$ cat src/qlp_map.vh
/*
  Constants for the quad converter serial lane packer: register offsets,
  reset values, mode table field positions and multiframe figures.
  Assumes it is included by bare name from the design files.
*/
// Summary of operation
// RULE1 - All transport parameters come from the format selector.
// RULE2 - Only selector values zero to fifteen exist.
// RULE3 - 8B/10B K obeys per-mode min, step, max; the code checks only the step, with no min or max.
// RULE4 - 64B/66B modes ignore the programmed K field.
// RULE5 - 64B/66B effective K is 256 times E over F.
// RULE6 - Mode 0: 12-bit, 8 lanes, F8, S5.
// RULE7 - Mode 1: 12-bit, 6 lanes, dense, R10.
// RULE8 - Mode 2: 8-bit, 4 lanes, F1, R10.
// RULE9 - Mode 3: 10-bit, 4 lanes, F5, R12.5.
// RULE10 - Mode 4: 64B/66B, 3 lanes, R16.5.
// RULE11 - Mode 6: 64B/66B, 6 lanes, R8.25.
// RULE12 - Mode 8: 64B/66B, 4 lanes, E3, R12.375.
// RULE13 - Mode 12: two channel, 8 lanes, R2.5.
// RULE14 - Mode 15: two channel 64B/66B, R3.09375.
// RULE15 - Receiver interleaves streams where M equals L.
// RULE16 - Drive lowest lanes, power down the rest.
// RULE17 - Lane identifier equals index; shared device identifier.
// RULE18 - Tail bits are always zero.
// RULE19 - Samples are placed most significant bit first.
// RULE20 - Mode 0 lane pairs carry even, odd samples.
// RULE21 - Mode 1 packs samples densely over six lanes.
// RULE22 - Lane bit rate is sample clock times R.
// RULE23 - Change selector and K only with link disabled.
`ifndef QLP_MAP_VH
`define QLP_MAP_VH

// ----------------------------------------------------------------
// Register offsets
// ----------------------------------------------------------------
`define QLP_A_CTRL 3'h0
`define QLP_A_MODE 3'h1
`define QLP_A_KCFG 3'h2
`define QLP_A_DEVID 3'h3
`define QLP_A_STATUS 3'h4
`define QLP_A_PARAMS 3'h5
`define QLP_A_RATE 3'h6

// ----------------------------------------------------------------
// Reset values
// ----------------------------------------------------------------
`define QLP_RST_MODE 4'h0
`define QLP_RST_KM1 8'h1F
`define QLP_RST_DEVID 8'h00

// ----------------------------------------------------------------
// Mode table entry layout (least significant bit of each field)
// ----------------------------------------------------------------
`define QLP_E_W 36
`define QLP_F_KSTEP 0
`define QLP_F_R 2
`define QLP_F_E 12
`define QLP_F_HD 14
`define QLP_F_S 16
`define QLP_F_F 19
`define QLP_F_M 23
`define QLP_F_L 27
`define QLP_F_N 31
`define QLP_F_ENC 35

// K step codes for 8B/10B modes.
`define QLP_KSTEP_4 2'h0
`define QLP_KSTEP_16 2'h1
`define QLP_KSTEP_32 2'h2

// ----------------------------------------------------------------
// Multiframe and layout figures
// ----------------------------------------------------------------
`define QLP_K_NUM 8'h00
`define QLP_MODE_EVENODD 4'h0
`define QLP_MODE_DENSE 4'h1

`endif

$ cat src/qlp_packer.v
/*
  Transport-layer packer for a quad channel 12-bit converter: takes one
  sample per channel per clock, builds lane frames, drives lane enables,
  lane identifiers, multiframe marks and the line-rate multiplier.
  Assumes a plain register port master and a link layer downstream.
*/
// Implementation choices: the register addresses and the plain strobed port.
`timescale 1ns/1ps
`include "qlp_map.vh"

module qlp_packer #(
  parameter LANES = 8,
  parameter FRAME_W = 64,
  parameter SAMP_W = 12
) (
  // Clock and reset
  input wire clk,
  input wire rst,
  // Register port
  input wire [2:0] reg_addr,
  input wire [31:0] reg_wdata,
  input wire reg_wr,
  input wire reg_rd,
  output reg [31:0] reg_rdata,
  // Sample input, one sample per channel per valid cycle
  input wire samp_valid,
  input wire [SAMP_W-1:0] samp_a,
  input wire [SAMP_W-1:0] samp_b,
  input wire [SAMP_W-1:0] samp_c,
  input wire [SAMP_W-1:0] samp_d,
  // Lane side
  output reg [LANES*FRAME_W-1:0] lane_frame,
  output reg frame_valid,
  output reg multiframe_start,
  output reg [LANES-1:0] lane_power_on,
  output reg [LANES*3-1:0] lane_ident,
  output reg [7:0] link_dev_id,
  output reg [9:0] line_rate_mult,
  output reg link_active
);

  // ----------------------------------------------------------------
  // States
  // ----------------------------------------------------------------
  localparam ST_IDLE = 4'b0001;
  localparam ST_ARM = 4'b0010;
  localparam ST_RUN = 4'b0100;
  localparam ST_FAULT = 4'b1000;
  localparam HIST_W = 10 * SAMP_W;

  // ----------------------------------------------------------------
  // Functions
  // ----------------------------------------------------------------
  // Sample j of a history, oldest first.
  function [SAMP_W-1:0] pick;
    input [HIST_W-1:0] h;
    input integer j;
    begin
      pick = h[HIST_W-1-j*SAMP_W -: SAMP_W];
    end
  endfunction

  // Five even or odd samples, then a zero tail.
  function [FRAME_W-1:0] pack_eo;
    input [HIST_W-1:0] h;
    input odd;
    integer k;
    begin
      pack_eo = {FRAME_W{1'b0}}; // RULE18
      for (k = 0; k < 5; k = k + 1) begin
        pack_eo[FRAME_W-1-k*SAMP_W -: SAMP_W] = pick(h, 2 * k + (odd ? 1 : 0)); // RULE19 RULE20
      end
    end
  endfunction

  // Effective K for 64B/66B is 256 times E over F.
  function [8:0] keff;
    input [1:0] e;
    input [3:0] f;
    reg [9:0] num;
    reg [9:0] quo;
    begin
      num = {e, `QLP_K_NUM};
      quo = 10'h000;
      if (f == 4'h0) begin
        keff = 9'h000;
      end else begin
        // The largest quotient is 256, so the top bit is always clear.
        quo = num / {6'h00, f}; // RULE5
        keff = quo[8:0];
      end
    end
  endfunction

  // ----------------------------------------------------------------
  // Registers
  // ----------------------------------------------------------------
  reg link_en_r;
  reg [3:0] mode_r;
  reg [7:0] km1_r;
  reg [7:0] devid_r;
  reg [3:0] act_mode_r;
  reg [7:0] act_km1_r;
  reg [3:0] state_r;
  reg [3:0] state_nxt;
  reg [4:0] cnt_r;
  reg [8:0] fcnt_r;

  wire [`QLP_E_W-1:0] entry;

  qlp_mode_rom u_rom (
    .clk(clk),
    .sel(act_mode_r),
    .entry_r(entry)
  );

  wire enc_64 = entry[`QLP_F_ENC];
  wire [3:0] f_n = entry[`QLP_F_N +: 4];
  wire [3:0] f_l = entry[`QLP_F_L +: 4];
  wire [3:0] f_m = entry[`QLP_F_M +: 4];
  wire [3:0] f_f = entry[`QLP_F_F +: 4];
  wire [2:0] f_s = entry[`QLP_F_S +: 3];
  wire [1:0] f_hd = entry[`QLP_F_HD +: 2];
  wire [1:0] f_e = entry[`QLP_F_E +: 2];
  wire [9:0] f_r = entry[`QLP_F_R +: 10];
  wire [1:0] f_kstep = entry[`QLP_F_KSTEP +: 2];

  // ----------------------------------------------------------------
  // K checking and selection
  // ----------------------------------------------------------------
  reg k_ok;
  always @* begin
    case (f_kstep) // RULE3
      `QLP_KSTEP_4: k_ok = (act_km1_r[1:0] == 2'h3);
      `QLP_KSTEP_16: k_ok = (act_km1_r[3:0] == 4'hF);
      `QLP_KSTEP_32: k_ok = (act_km1_r[4:0] == 5'h1F);
      default: k_ok = 1'b0;
    endcase
    if (enc_64) begin
      k_ok = 1'b1; // RULE4
    end
  end

  // The programmed field plays no part once the mode is 64B/66B.
  wire [8:0] k_val = enc_64 ? keff(f_e, f_f) : {1'b0, act_km1_r} + 9'h001; // RULE4

  // Only the even/odd and dense layouts are packed; other modes run
  // their multiframe timing but never raise frame_valid or update lane_frame.
  wire lay_eo = (act_mode_r == `QLP_MODE_EVENODD);
  wire lay_dense = (act_mode_r == `QLP_MODE_DENSE);
  wire lay_ok = lay_eo | lay_dense;
  wire [6:0] sm_prod = {4'h0, f_s} * {3'h0, f_m};
  wire [4:0] spc = sm_prod[6:2];
  wire run = (state_r == ST_RUN);
  wire take = run & samp_valid;
  wire last = take & (cnt_r == spc - 5'h01);

  // ----------------------------------------------------------------
  // Register port
  // ----------------------------------------------------------------
  always @(posedge clk) begin
    if (rst) begin
      link_en_r <= 1'b0;
      mode_r <= `QLP_RST_MODE;
      km1_r <= `QLP_RST_KM1;
      devid_r <= `QLP_RST_DEVID;
    end else if (reg_wr) begin
      case (reg_addr)
        `QLP_A_CTRL: link_en_r <= reg_wdata[0];
        `QLP_A_MODE: mode_r <= reg_wdata[3:0]; // RULE2
        `QLP_A_KCFG: km1_r <= reg_wdata[7:0];
        `QLP_A_DEVID: devid_r <= reg_wdata[7:0];
        default: link_en_r <= link_en_r;
      endcase
    end
  end

  always @(posedge clk) begin
    if (rst) begin
      reg_rdata <= 32'h0000_0000;
    end else if (reg_rd) begin
      case (reg_addr)
        `QLP_A_CTRL: reg_rdata <= {31'h0000_0000, link_en_r};
        `QLP_A_MODE: reg_rdata <= {28'h000_0000, mode_r};
        `QLP_A_KCFG: reg_rdata <= {24'h00_0000, km1_r};
        `QLP_A_DEVID: reg_rdata <= {24'h00_0000, devid_r};
        `QLP_A_STATUS:
          reg_rdata <= {20'h0_0000, f_l, state_r, lay_ok, k_ok, enc_64, run};
        `QLP_A_PARAMS:
          reg_rdata <= {4'h0, f_n, f_m, f_f, 1'b0, f_s, 2'h0, f_hd, 2'h0, f_e, f_l};
        `QLP_A_RATE: reg_rdata <= {7'h00, k_val, 6'h00, f_r};
        default: reg_rdata <= 32'h0000_0000;
      endcase
    end else begin
      reg_rdata <= 32'h0000_0000;
    end
  end

  // ----------------------------------------------------------------
  // Active configuration
  // ----------------------------------------------------------------
  // Copies follow software only while the link is down, so a running
  // link never sees a half-changed selector and K pair.
  always @(posedge clk) begin
    if (rst) begin
      act_mode_r <= `QLP_RST_MODE;
      act_km1_r <= `QLP_RST_KM1;
    end else if (state_r == ST_IDLE) begin
      act_mode_r <= mode_r; // RULE23
      act_km1_r <= km1_r; // RULE23
    end
  end

  // ----------------------------------------------------------------
  // Link state
  // ----------------------------------------------------------------
  // Arm waits one cycle so the registered table entry is current.
  always @* begin
    case (state_r)
      ST_IDLE: state_nxt = link_en_r ? ST_ARM : ST_IDLE;
      ST_ARM: state_nxt = !link_en_r ? ST_IDLE : (k_ok ? ST_RUN : ST_FAULT); // RULE3
      ST_RUN: state_nxt = link_en_r ? ST_RUN : ST_IDLE;
      ST_FAULT: state_nxt = link_en_r ? ST_FAULT : ST_IDLE;
      default: state_nxt = ST_IDLE;
    endcase
  end

  always @(posedge clk) begin
    if (rst) begin
      state_r <= ST_IDLE;
    end else begin
      state_r <= state_nxt;
    end
  end

  // ----------------------------------------------------------------
  // Sample history per channel
  // ----------------------------------------------------------------
  wire [SAMP_W-1:0] ch_in [0:3];
  wire [HIST_W-1:0] hist_nxt [0:3];
  assign ch_in[0] = samp_a;
  assign ch_in[1] = samp_b;
  assign ch_in[2] = samp_c;
  assign ch_in[3] = samp_d;

  genvar c;
  generate
    for (c = 0; c < 4; c = c + 1) begin : g_ch
      reg [HIST_W-1:0] hist_r;
      assign hist_nxt[c] = {hist_r[HIST_W-SAMP_W-1:0], ch_in[c]};
      always @(posedge clk) begin
        if (rst) begin
          hist_r <= {HIST_W{1'b0}};
        end else if (take) begin
          hist_r <= hist_nxt[c];
        end
      end
    end
  endgenerate

  always @(posedge clk) begin
    if (rst || !run) begin
      cnt_r <= 5'h00;
    end else if (take) begin
      cnt_r <= last ? 5'h00 : cnt_r + 5'h01;
    end
  end

  // ----------------------------------------------------------------
  // Frame assembly
  // ----------------------------------------------------------------
  reg [LANES*FRAME_W-1:0] frame_nxt;
  reg [SAMP_W-1:0] dx0, dx1, dy0, dy1;
  integer i;
  integer j;
  always @* begin
    frame_nxt = {LANES*FRAME_W{1'b0}}; // RULE18
    dx0 = {SAMP_W{1'b0}};
    dx1 = {SAMP_W{1'b0}};
    dy0 = {SAMP_W{1'b0}};
    dy1 = {SAMP_W{1'b0}};
    if (lay_eo) begin
      for (i = 0; i < 8; i = i + 1) begin
        frame_nxt[i*FRAME_W +: FRAME_W] = pack_eo(hist_nxt[i/2], i[0]); // RULE20
      end
    end else if (lay_dense) begin
      for (i = 0; i < 2; i = i + 1) begin
        dx0 = pick(hist_nxt[2*i], 8);
        dx1 = pick(hist_nxt[2*i], 9);
        dy0 = pick(hist_nxt[2*i+1], 8);
        dy1 = pick(hist_nxt[2*i+1], 9);
        // Two channels share three 16-bit lanes, top of each lane word.
        frame_nxt[(3*i)*FRAME_W+FRAME_W-16 +: 16] = {dx0, dx1[11:8]}; // RULE21 RULE19
        frame_nxt[(3*i+1)*FRAME_W+FRAME_W-16 +: 16] = {dx1[7:0], dy0[11:4]}; // RULE21
        frame_nxt[(3*i+2)*FRAME_W+FRAME_W-16 +: 16] = {dy0[3:0], dy1}; // RULE21
      end
    end
  end

  // Lanes above L carry zeros so a powered-down driver never toggles.
  reg [LANES*FRAME_W-1:0] lane_mask;
  always @* begin
    for (j = 0; j < LANES; j = j + 1) begin
      lane_mask[j*FRAME_W +: FRAME_W] = (j < f_l) ? {FRAME_W{1'b1}} : {FRAME_W{1'b0}};
    end
  end

  always @(posedge clk) begin
    if (rst) begin
      lane_frame <= {LANES*FRAME_W{1'b0}};
      frame_valid <= 1'b0;
    end else begin
      frame_valid <= last & lay_ok;
      if (last & lay_ok) begin
        lane_frame <= frame_nxt & lane_mask; // RULE16
      end
    end
  end

  // ----------------------------------------------------------------
  // Multiframe counting
  // ----------------------------------------------------------------
  always @(posedge clk) begin
    if (rst || !run) begin
      fcnt_r <= 9'h000;
      multiframe_start <= 1'b0;
    end else begin
      multiframe_start <= last & (fcnt_r == 9'h000);
      if (last) begin
        fcnt_r <= (fcnt_r == k_val - 9'h001) ? 9'h000 : fcnt_r + 9'h001; // RULE3 RULE5
      end
    end
  end

  // ----------------------------------------------------------------
  // Lane enables, identifiers and rate
  // ----------------------------------------------------------------
  genvar ln;
  generate
    for (ln = 0; ln < LANES; ln = ln + 1) begin : g_lane
      localparam [31:0] LID = ln;
      always @(posedge clk) begin
        if (rst) begin
          lane_power_on[ln] <= 1'b0;
          lane_ident[ln*3 +: 3] <= LID[2:0];
        end else begin
          lane_power_on[ln] <= run && (ln < f_l); // RULE16
          lane_ident[ln*3 +: 3] <= LID[2:0]; // RULE17
        end
      end
    end
  endgenerate

  always @(posedge clk) begin
    if (rst) begin
      link_dev_id <= `QLP_RST_DEVID;
      line_rate_mult <= 10'h000;
      link_active <= 1'b0;
    end else begin
      link_dev_id <= devid_r; // RULE17
      line_rate_mult <= f_r; // RULE22
      link_active <= run;
    end
  end

endmodule

$ cat src/qlp_mode_rom.v
/*
  Mode table: one entry of derived transport parameters per format
  selector value, read data registered.
  Assumes the selector is held steady while the link runs.
*/
`timescale 1ns/1ps
`include "qlp_map.vh"

module qlp_mode_rom (
  // Clock
  input wire clk,
  // Lookup
  input wire [3:0] sel,
  output reg [`QLP_E_W-1:0] entry_r
);

  // ----------------------------------------------------------------
  // Fields: enc, N, L, M, F, S, HD, E, R in 1/32 units, K step.
  // ----------------------------------------------------------------
  // Every selector value has an entry, so no other mode can be reached.
  always @(posedge clk) begin
    case (sel) // RULE1 RULE2
      4'h0: entry_r <= {1'h0, 4'hC, 4'h8, 4'h8, 4'h8, 3'h5, 2'h0, 2'h0, 10'h100, 2'h0}; // RULE6
      4'h1: entry_r <= {1'h0, 4'hC, 4'h6, 4'h4, 4'h2, 3'h2, 2'h1, 2'h0, 10'h140, 2'h1}; // RULE7
      4'h2: entry_r <= {1'h0, 4'h8, 4'h4, 4'h4, 4'h1, 3'h1, 2'h0, 2'h0, 10'h140, 2'h2}; // RULE8
      4'h3: entry_r <= {1'h0, 4'hA, 4'h4, 4'h4, 4'h5, 3'h4, 2'h0, 2'h0, 10'h190, 2'h2}; // RULE9
      4'h4: entry_r <= {1'h1, 4'hC, 4'h3, 4'h4, 4'h2, 3'h1, 2'h1, 2'h1, 10'h210, 2'h0}; // RULE10
      4'h5: entry_r <= {1'h1, 4'h8, 4'h2, 4'h4, 4'h2, 3'h1, 2'h0, 2'h1, 10'h210, 2'h0};
      4'h6: entry_r <= {1'h1, 4'hC, 4'h6, 4'h4, 4'h2, 3'h2, 2'h1, 2'h1, 10'h108, 2'h0}; // RULE11
      4'h7: entry_r <= {1'h1, 4'h8, 4'h4, 4'h4, 4'h1, 3'h1, 2'h0, 2'h1, 10'h108, 2'h0};
      4'h8: entry_r <= {1'h1, 4'hC, 4'h4, 4'h4, 4'h3, 3'h2, 2'h0, 2'h3, 10'h18C, 2'h0}; // RULE12
      4'h9: entry_r <= {1'h0, 4'h8, 4'h8, 4'h4, 4'h1, 3'h2, 2'h0, 2'h0, 10'h0A0, 2'h2};
      4'hA: entry_r <= {1'h0, 4'hA, 4'h8, 4'h8, 4'h5, 3'h4, 2'h0, 2'h0, 10'h0C8, 2'h2};
      4'hB: entry_r <= {1'h0, 4'hC, 4'h8, 4'h8, 4'h8, 3'h5, 2'h0, 2'h0, 10'h080, 2'h0};
      4'hC: entry_r <= {1'h0, 4'h8, 4'h8, 4'h2, 4'h1, 3'h4, 2'h0, 2'h0, 10'h050, 2'h2}; // RULE13
      4'hD: entry_r <= {1'h0, 4'hA, 4'h8, 4'h8, 4'h5, 3'h4, 2'h0, 2'h0, 10'h064, 2'h2};
      4'hE: entry_r <= {1'h1, 4'hC, 4'h8, 4'h8, 4'h3, 3'h2, 2'h0, 2'h3, 10'h0C6, 2'h0};
      4'hF: entry_r <= {1'h1, 4'hC, 4'h8, 4'h8, 4'h3, 3'h2, 2'h2, 2'h3, 10'h063, 2'h0}; // RULE14
      default: entry_r <= {`QLP_E_W{1'b0}};
    endcase
  end

endmodule

$ cat config.mk
export PLATFORM = sky130hd
export DESIGN_NAME = qlp_packer
export DESIGN_NICKNAME = d
export VERILOG_FILES = /design/src/qlp_packer.v /design/src/qlp_mode_rom.v
export VERILOG_INCLUDE_DIRS = /design/src
export SDC_FILE = /design/constraint.sdc
export NUM_CORES = 2
export LEC_CHECK = 0
export CORE_AREA = 2 2 354 356
export CTS_BUF_LIST = sky130_fd_sc_hd__clkbuf_16
export DETAILED_ROUTE_END_ITERATION = 10
export DIE_AREA = 0 0 356 358
export DONT_BUFFER_PORTS = 1
export PLACE_DENSITY_LB_ADDON = 0.15
export SYNTH_ARGS = -nofsm -noshare
export SYNTH_HDL_FRONTEND = slang
export SYNTH_SLANG_ARGS = --single-unit
$ cat constraint.sdc
create_clock -name clk -period 18.8 [get_ports clk]
set_clock_uncertainty 0.05 [all_clocks]
set_input_delay 3.76 -clock clk [delete_from_list [all_inputs] [get_ports clk]]
set_output_delay 3.76 -clock clk [all_outputs]
set_load 0.02 [all_outputs]
# After elaboration in Yosys (flattened, before gate mapping)

Memories as Yosys holds them, arrays and structs flattened. A register that Yosys moved wholly into a read port is not among the register bits.
Index checks and enable logic that the tools add are counted.

Flip-flop bits (word level): 1092
Memories kept: 1
Bits of input ports: 88
Output and inout bits: 597
Bits in read-only memories: 528
Logic and storage cells: 130

Muxes and demuxes: 40
$lt $le $gt $ge: 8
Reduce and logical (&&, ||, !) cells: 20
Equal/unequal tests: 18
Bitwise logic cells: 7
Add/sub/neg operators: 5
Multipliers: 1
Divide/modulo/power cells: 1

Memories:

| name            | words | width | rd ports | clocked after memory_dff | wr ports | line              | source |
|---|---|---|---|---|---|---|---|
| (no name shown) | 16    | 33    | 1        | 1                        | 0        | qlp_mode_rom.v:22 | `case (sel)` |

Operator list:

| kind                  | number |
|---|---|
| $and A512 B512 Y512   | 1 |
| $mux W64              | 8 |
| $mux W48              | 6 |
| $pmux W28 S7          | 1 |
| $mux W16              | 12 |
| $mux W128             | 1 |
| $mux W9               | 3 |
| $lt A3 B4 Y1 const A  | 4 |
| $pmux W4 S4           | 1 |
| $mux W4               | 3 |
| $div A10 B4 Y10       | 1 |
| $add A8 B1 Y9 const B | 1 |
| $add A9 B1 Y9 const B | 1 |
| $eq A3 B3 Y1 const B  | 3 |
| $eq A9 B9 Y1          | 1 |
| $logic_not A9 Y1      | 1 |
| $sub A9 B1 Y9 const B | 1 |
| $eq A4 B1 Y1 const B  | 2 |
| $eq A4 B4 Y1 const B  | 2 |
| $logic_and A1 B1 Y1   | 8 |
| $logic_not A4 Y1      | 2 |
| $lt A1 B4 Y1 const A  | 2 |
| $lt A2 B4 Y1 const A  | 2 |
| $reduce_and A2 Y1     | 4 |
| other kinds (24)      | 29 |

# Longest topological paths before layout

Word-level depth: 6
Mapped depth: 79
Mapped depth without buffers: 77

# By module

From an unflattened synthesis, not the netlist that was laid out.

Cell total of the unflattened synthesis: 4575
Area total of the unflattened synthesis: 39790.7 um^2

Modules (own cells, without submodules):

| module       | sequential area each (um^2) | area an instance (um^2) | times used | cells an instance |
|---|---|---|---|---|
| qlp_packer   | 20399.6                     | 38542.0                 | 1          | 4447 |
| qlp_mode_rom | 600.6                       | 1248.7                  | 1          | 128 |

# Worst setup path after synthesis

No wires, ideal clock.

Path type: flip-flop to flip-flop
Start point: reg u_rom.entry_r[19]
End point: reg fcnt_r[2]
Period minus slack after synthesis: 14.843 ns
Stages on the path, launching flop included: 77
Buffers on the path: 2
Data required time: 18.623 ns
Setup slack: 3.957 ns
Library setup time: 0.127 ns
Arrival time: 14.666 ns
Path through: dfxtp_1 -> buf_6 -> inv_2 -> ha_1 -> nor4b_1 -> a2bb2oi_1 -> ha_1 -> o21a_1 -> o21ai_1 -> mux2_4 -> ha_1 -> inv_1 -> a211o_1 -> a21boi_0 -> a21oi_1 -> ha_1 -> nand2_1 -> o21a_1 -> (+41 left out) -> nor3_2 -> nand2_1 -> o211ai_1 -> o31ai_1 -> ha_1 -> nand3_1 -> a21boi_0 -> a2111o_1 -> nand2_1 -> o41ai_4 -> ha_1 -> inv_1 -> nor3_1 -> mux2i_1 -> o22ai_1 -> nand4_1 -> o31ai_4 -> nor2_1

Cells in the longest elaborated chain, start to end: 6
Elaborated cells between the ends (all ways): 7
Classes of those cells: 1 x add/sub; 1 x div; 1 x eq/ne; 3 x mux; 1 x reduce/logical

RTL lines:

| element                                             | line                             | source |
|---|---|---|
| start, declared                                     | qlp_mode_rom.v:14                | `` output reg [`QLP_E_W-1:0] entry_r `` |
| $div A10 B4 Y10 or $logic_not A4 Y1 (tied branches) | qlp_packer.v:89, qlp_packer.v:85 |  |
| $mux W9 *                                           | qlp_packer.v:85                  | `if (f == 4'h0) begin` |
| $mux W9 *                                           | qlp_packer.v:145                 | `wire [8:0] k_val = enc_64 ? keff(f_e, f_f) : {1'b0, act_km1_r} + 9'h001;` |
| $sub A9 B1 Y9 *                                     | qlp_packer.v:330                 | `fcnt_r <= (fcnt_r == k_val - 9'h001) ? 9'h000 : fcnt_r + 9'h001;` |
| $eq A9 B9 Y1 *                                      | qlp_packer.v:330                 |  |
| $mux W9 *                                           | qlp_packer.v:330                 |  |
| end signal, assigned                                | qlp_packer.v:330                 |  |
| end, declared                                       | qlp_packer.v:107                 | `reg [8:0] fcnt_r;` |

Mark *: on every way between the ends. The rest lies on a longest branch, timed or not.
A chain may end at the register's enable or synchronous reset.

# Final worst setup path

Start point: reg u_rom.entry_r[19]
End point: reg fcnt_r[7]

The elaborated chain is that of the path after synthesis.

==> results.sh <==
export IMPL_cts_sinks=1049
export IMPL_power_static_leakage_nw=15.1
export IMPL_average_wire_per_standard_cell_um=23.0
export IMPL_holdCritPathClass="register to register"
export IMPL_dr_total_vias=31100
export IMPL_synthesis_area_per_instance_um2=8.65
export IMPL_reg2reg_to="fcnt_r[7]"
export IMPL_flow_area_growth_from_synthesis_pct=11.7
export IMPL_timing_hold_worst_endpoint="g_ch[3].hist_r[98]"
export IMPL_drt_pre_antenna_iters=6
export IMPL_cts_tree="done"
export IMPL_cts_inserted_buffers=113
export IMPL_worst_ep_arrival_time_ps=17750
export IMPL_fin_total_pwr_mw=4.80
export IMPL_synth_yosys_seq_area_share=0.535
export IMPL_ys_warnings_count=0
export IMPL_failed_checks="slew limit"
export IMPL_insertion_delay_ps=730
export IMPL_result_of_the_run="finished with violations"
export IMPL_floorplan_initialDensity=0.318
export IMPL_hpwlAfterDp_um=92100
export IMPL_num_fill_cells=12900
export IMPL_path_class="register to register"
export IMPL_antenna_violations_before_repair=3
export IMPL_synth_edf_count=0
export IMPL_first_iter_violations=2572
export IMPL_grt_setup_unrepaired="no"
export IMPL_r2r_start="u_rom.entry_r[19]"
export IMPL_synth_seq_cells=1049
export IMPL_hp_start="g_ch[3].hist_r[98]"
export IMPL_hold_viol_final=0
export IMPL_netlist_area_mm2=0.0392
export IMPL_p_per_area_mw_per_mm2=110
export IMPL_path_common_cell="sky130_fd_sc_hd__ha_1"
export IMPL_switching_share=0.249
export IMPL_grt_start_max_net_pins=771
export IMPL_maximum_resistive_drop_on_vdd_uv=74.7
export IMPL_whs_path_depth=2
export IMPL_timing_fmax_mhz=58.1
export IMPL_io_pins=685
export IMPL_grt_pass1_vias=29100
export IMPL_dieArea_mm2=0.127
export IMPL_ys_async_rst_share=0
export IMPL_finalWorstPathRequiredPeriod_ps=17200
export IMPL_synthDistinctLibCells=92
export IMPL_most_instantiated_flip_flop_cell_in_the_synthesis_netlist="sky130_fd_sc_hd__dfxtp_1"
export IMPL_min_period_over_period=0.915
export IMPL_cp_start_kind="register"
export IMPL_core_mm2=0.123
export IMPL_layout_cells_most_common="sky130_fd_sc_hd__nand2_1"
export IMPL_fin_tns_setup_ps=0
export IMPL_worstRegToRegCells=74
export IMPL_cts_root_buffer_cell="sky130_fd_sc_hd__clkbuf_16"
export IMPL_power_share_sequential=0.465
export IMPL_detail_route_vias_per_cell=5.12
export IMPL_place_gp_congestion=0.801
export IMPL_postRouteWirelength_um=140000
export IMPL_report_final_slew_viol_count=730
export IMPL_grt_ovfl_total=0
export IMPL_ant_nets=0
export IMPL_net_switching_power_mw=1.19
export IMPL_max_slew_headroom_at_the_worst_pin=-3.03
export IMPL_drc_errors=0
export IMPL_port_buffer_count=0
export IMPL_fin_nets=4494
export IMPL_power_share_combinational=0.079
export IMPL_cp_data_required_time_ps=19340
export IMPL_finalSetupViolations=0
export IMPL_number_of_rows_in_the_core_area=129
export IMPL_commonest_non_fill_non_tap_cells_in_the_layout="1,088 x sky130_fd_sc_hd__nand2_1, 1,049 x sky130_fd_sc_hd__dfxtp_1, 497 x sky130_fd_sc_hd__a21oi_1"
export IMPL_cts_htree_levels=3
export IMPL_cell_internal_pwr_mw=3.61
export IMPL_global_route_usage_total=0.210
export IMPL_worst_pin_slew_ps=6040
export IMPL_regToRegSetupSlack_ps=1600
export IMPL_critical_path_max_stage_delay_ps=450
export IMPL_maximum_root_to_sink_buffer_count=3
export IMPL_wire_length_of_the_first_global_routing_pass_um=204000
export IMPL_clockPowerShare=0.456
export IMPL_crit_path_max_fanout=22
export IMPL_clkSlewWorstSetupHoldPaths_ps=60
export IMPL_max_cap_viol_count=0
export IMPL_floorplan_die_height_um=358
export IMPL_postSynthCellCount=4537
export IMPL_layout_drive_gt1_share=0.0576
export IMPL_floorplan_die_width_um=356
export IMPL_cp_end_kind="register"
export IMPL_cpMaxStageDelayCell="sky130_fd_sc_hd__or3b_4"
## worst max-delay path by stage
stage,cells after the start,endpoint,slack (ps),startpoint
after global routing,74,fcnt_r[2],9,u_rom.entry_r[19]
after global placement,74,fcnt_r[7],1140,u_rom.entry_r[19]
final,74,fcnt_r[7],1600,u_rom.entry_r[19]
after detailed placement,74,fcnt_r[3],1030,u_rom.entry_r[19]
after floorplan,76,fcnt_r[2],3960,u_rom.entry_r[19]
after CTS,74,fcnt_r[7],990,u_rom.entry_r[19]
## flip-flops by register name, summed over array words and instances, names as in the netlist, 5 cells and up
name,cells
lane_power_on,8
reg_rdata,27
u_rom.entry_r,30
km1_r,8
link_dev_id,8
lane_frame,480
line_rate_mult,10
g_ch.hist_r,432
fcnt_r,9
devid_r,8
cnt_r,5
act_km1_r,8
## layout make-up
type | instances | area (um^2) | share of cell area
Antenna cell | 1 | 2.50 | 0.0000571
Clock inverter | 94 | 726 | 0.0166
Multi-Input combinational cell | 3116 | 16700 | 0.381
Timing Repair Buffer | 40 | 345 | 0.00788
Inverter | 33 | 124 | 0.00283
Clock buffer | 115 | 2880 | 0.0657
Tap cell | 1637 | 2050 | 0.0467
Sequential cell | 1049 | 21000 | 0.479
## power by group through the flow
stage,sequential (mW),clock [mW],combinational (mW)
after floorplan,2.28,0,0.322
after global placement,2.28,0,0.364
after detailed placement,2.28,0,0.364
after CTS,2.23,2.24,0.365
after global routing,2.23,2.34,0.418
final,2.23,2.19,0.378
## cell usage after synthesis (all sizes together) (4+ instances only)
cell | n | area share
a21o | 7 | 0.0013
o22ai | 7 | 0.0011
ha | 50 | 0.016
a22oi | 380 | 0.073
a22o | 106 | 0.024
nand3b | 13 | 0.0025
nand2 | 1091 | 0.10
mux2 | 8 | 0.0025
nand3 | 26 | 0.0036
o21bai | 4 | 0.0011
dfxtp | 1049 | 0.54
or2 | 8 | 0.0013
and3 | 12 | 0.0020
inv | 32 | 0.0031
a21oi | 499 | 0.064
o211ai | 6 | 0.0014
o2111ai | 4 | 0.00089
o31ai | 10 | 0.0026
mux2i | 34 | 0.0087
nand4 | 11 | 0.0019
nor4b | 5 | 0.0011
o21ai | 143 | 0.018
or3 | 8 | 0.0013
nor2 | 395 | 0.038
a221oi | 4 | 0.0011
a31oi | 5 | 0.00096
nor3b | 5 | 0.0014
and4 | 6 | 0.0013
nor3 | 23 | 0.0031
nor2b | 35 | 0.0056
a211oi | 12 | 0.0027
buf | 69 | 0.013
nand2b | 16 | 0.0026
and2 | 19 | 0.0030
xnor2 | 21 | 0.0047
clkbuf | 329 | 0.031
a211o | 4 | 0.00089
o21a | 13 | 0.0025
xor2 | 24 | 0.0054
## stage by stage
| stage | cells | worst slack [ps] | util | hold WS, ps | instance area (um^2) |
|---|---|---|---|---|---|
| after CTS | 6080 | 995 | 0.355 | 406 | 43800 |
| final | 6085 | 1600 | 0.355 | 407 | 43800 |
| after global routing | 6084 | 9.27 | 0.355 | 418 | 43800 |
| after floorplan | 4596 | 3960 | - | 356 | 39400 |
| after detailed placement | 5871 | 1030 | 0.326 | 397 | 40200 |
| after global placement | 5871 | 1140 | 0.326 | 393 | 40200 |
## logic make-up after synthesis
group | count (synthesis) | share of synthesized area
other | 2 | 0.000191
xor gates and xnor gates | 45 | 0.0100
buffers and inverters | 431 | 0.0477
muxes | 43 | 0.0117
adders and majority gates | 53 | 0.0175
AOI/OAI and AO/OA | 1231 | 0.202
DFF | 1049 | 0.535
and+or+nand+nor | 1683 | 0.175
## worst max-delay path, delay by kind of cell, from the launching register on
kind / cells / cell delay [ps]
AO/OA/AOI/OAI: 29 / 6250
adder cells (fa/ha/maj): 11 / 3340
buffers and inverters: 5 / 670
flip-flops: 1 / 300
multiplexers: 5 / 1450
AND/OR/NAND/NOR: 24 / 4980
## per-layer routing
metal,global-route usage,up-vias,share of wire
met2,0.332,822,0.46
met3,0.0720,133,0.086
met1,0.274,15100,0.44
li1,-,15100,-
met5,0,-,0.00011
met4,0.0522,2,0.019
## repair_timing
item / in CTS / in global routing
hold buffers: 0 / 0
resized for setup: 0 / 2
hold endpoints to repair: 0 / 0
buffers inserted: 0 / 3
setup endpoints to repair: 0 / 9
Power figures use the tool's default switching activity.
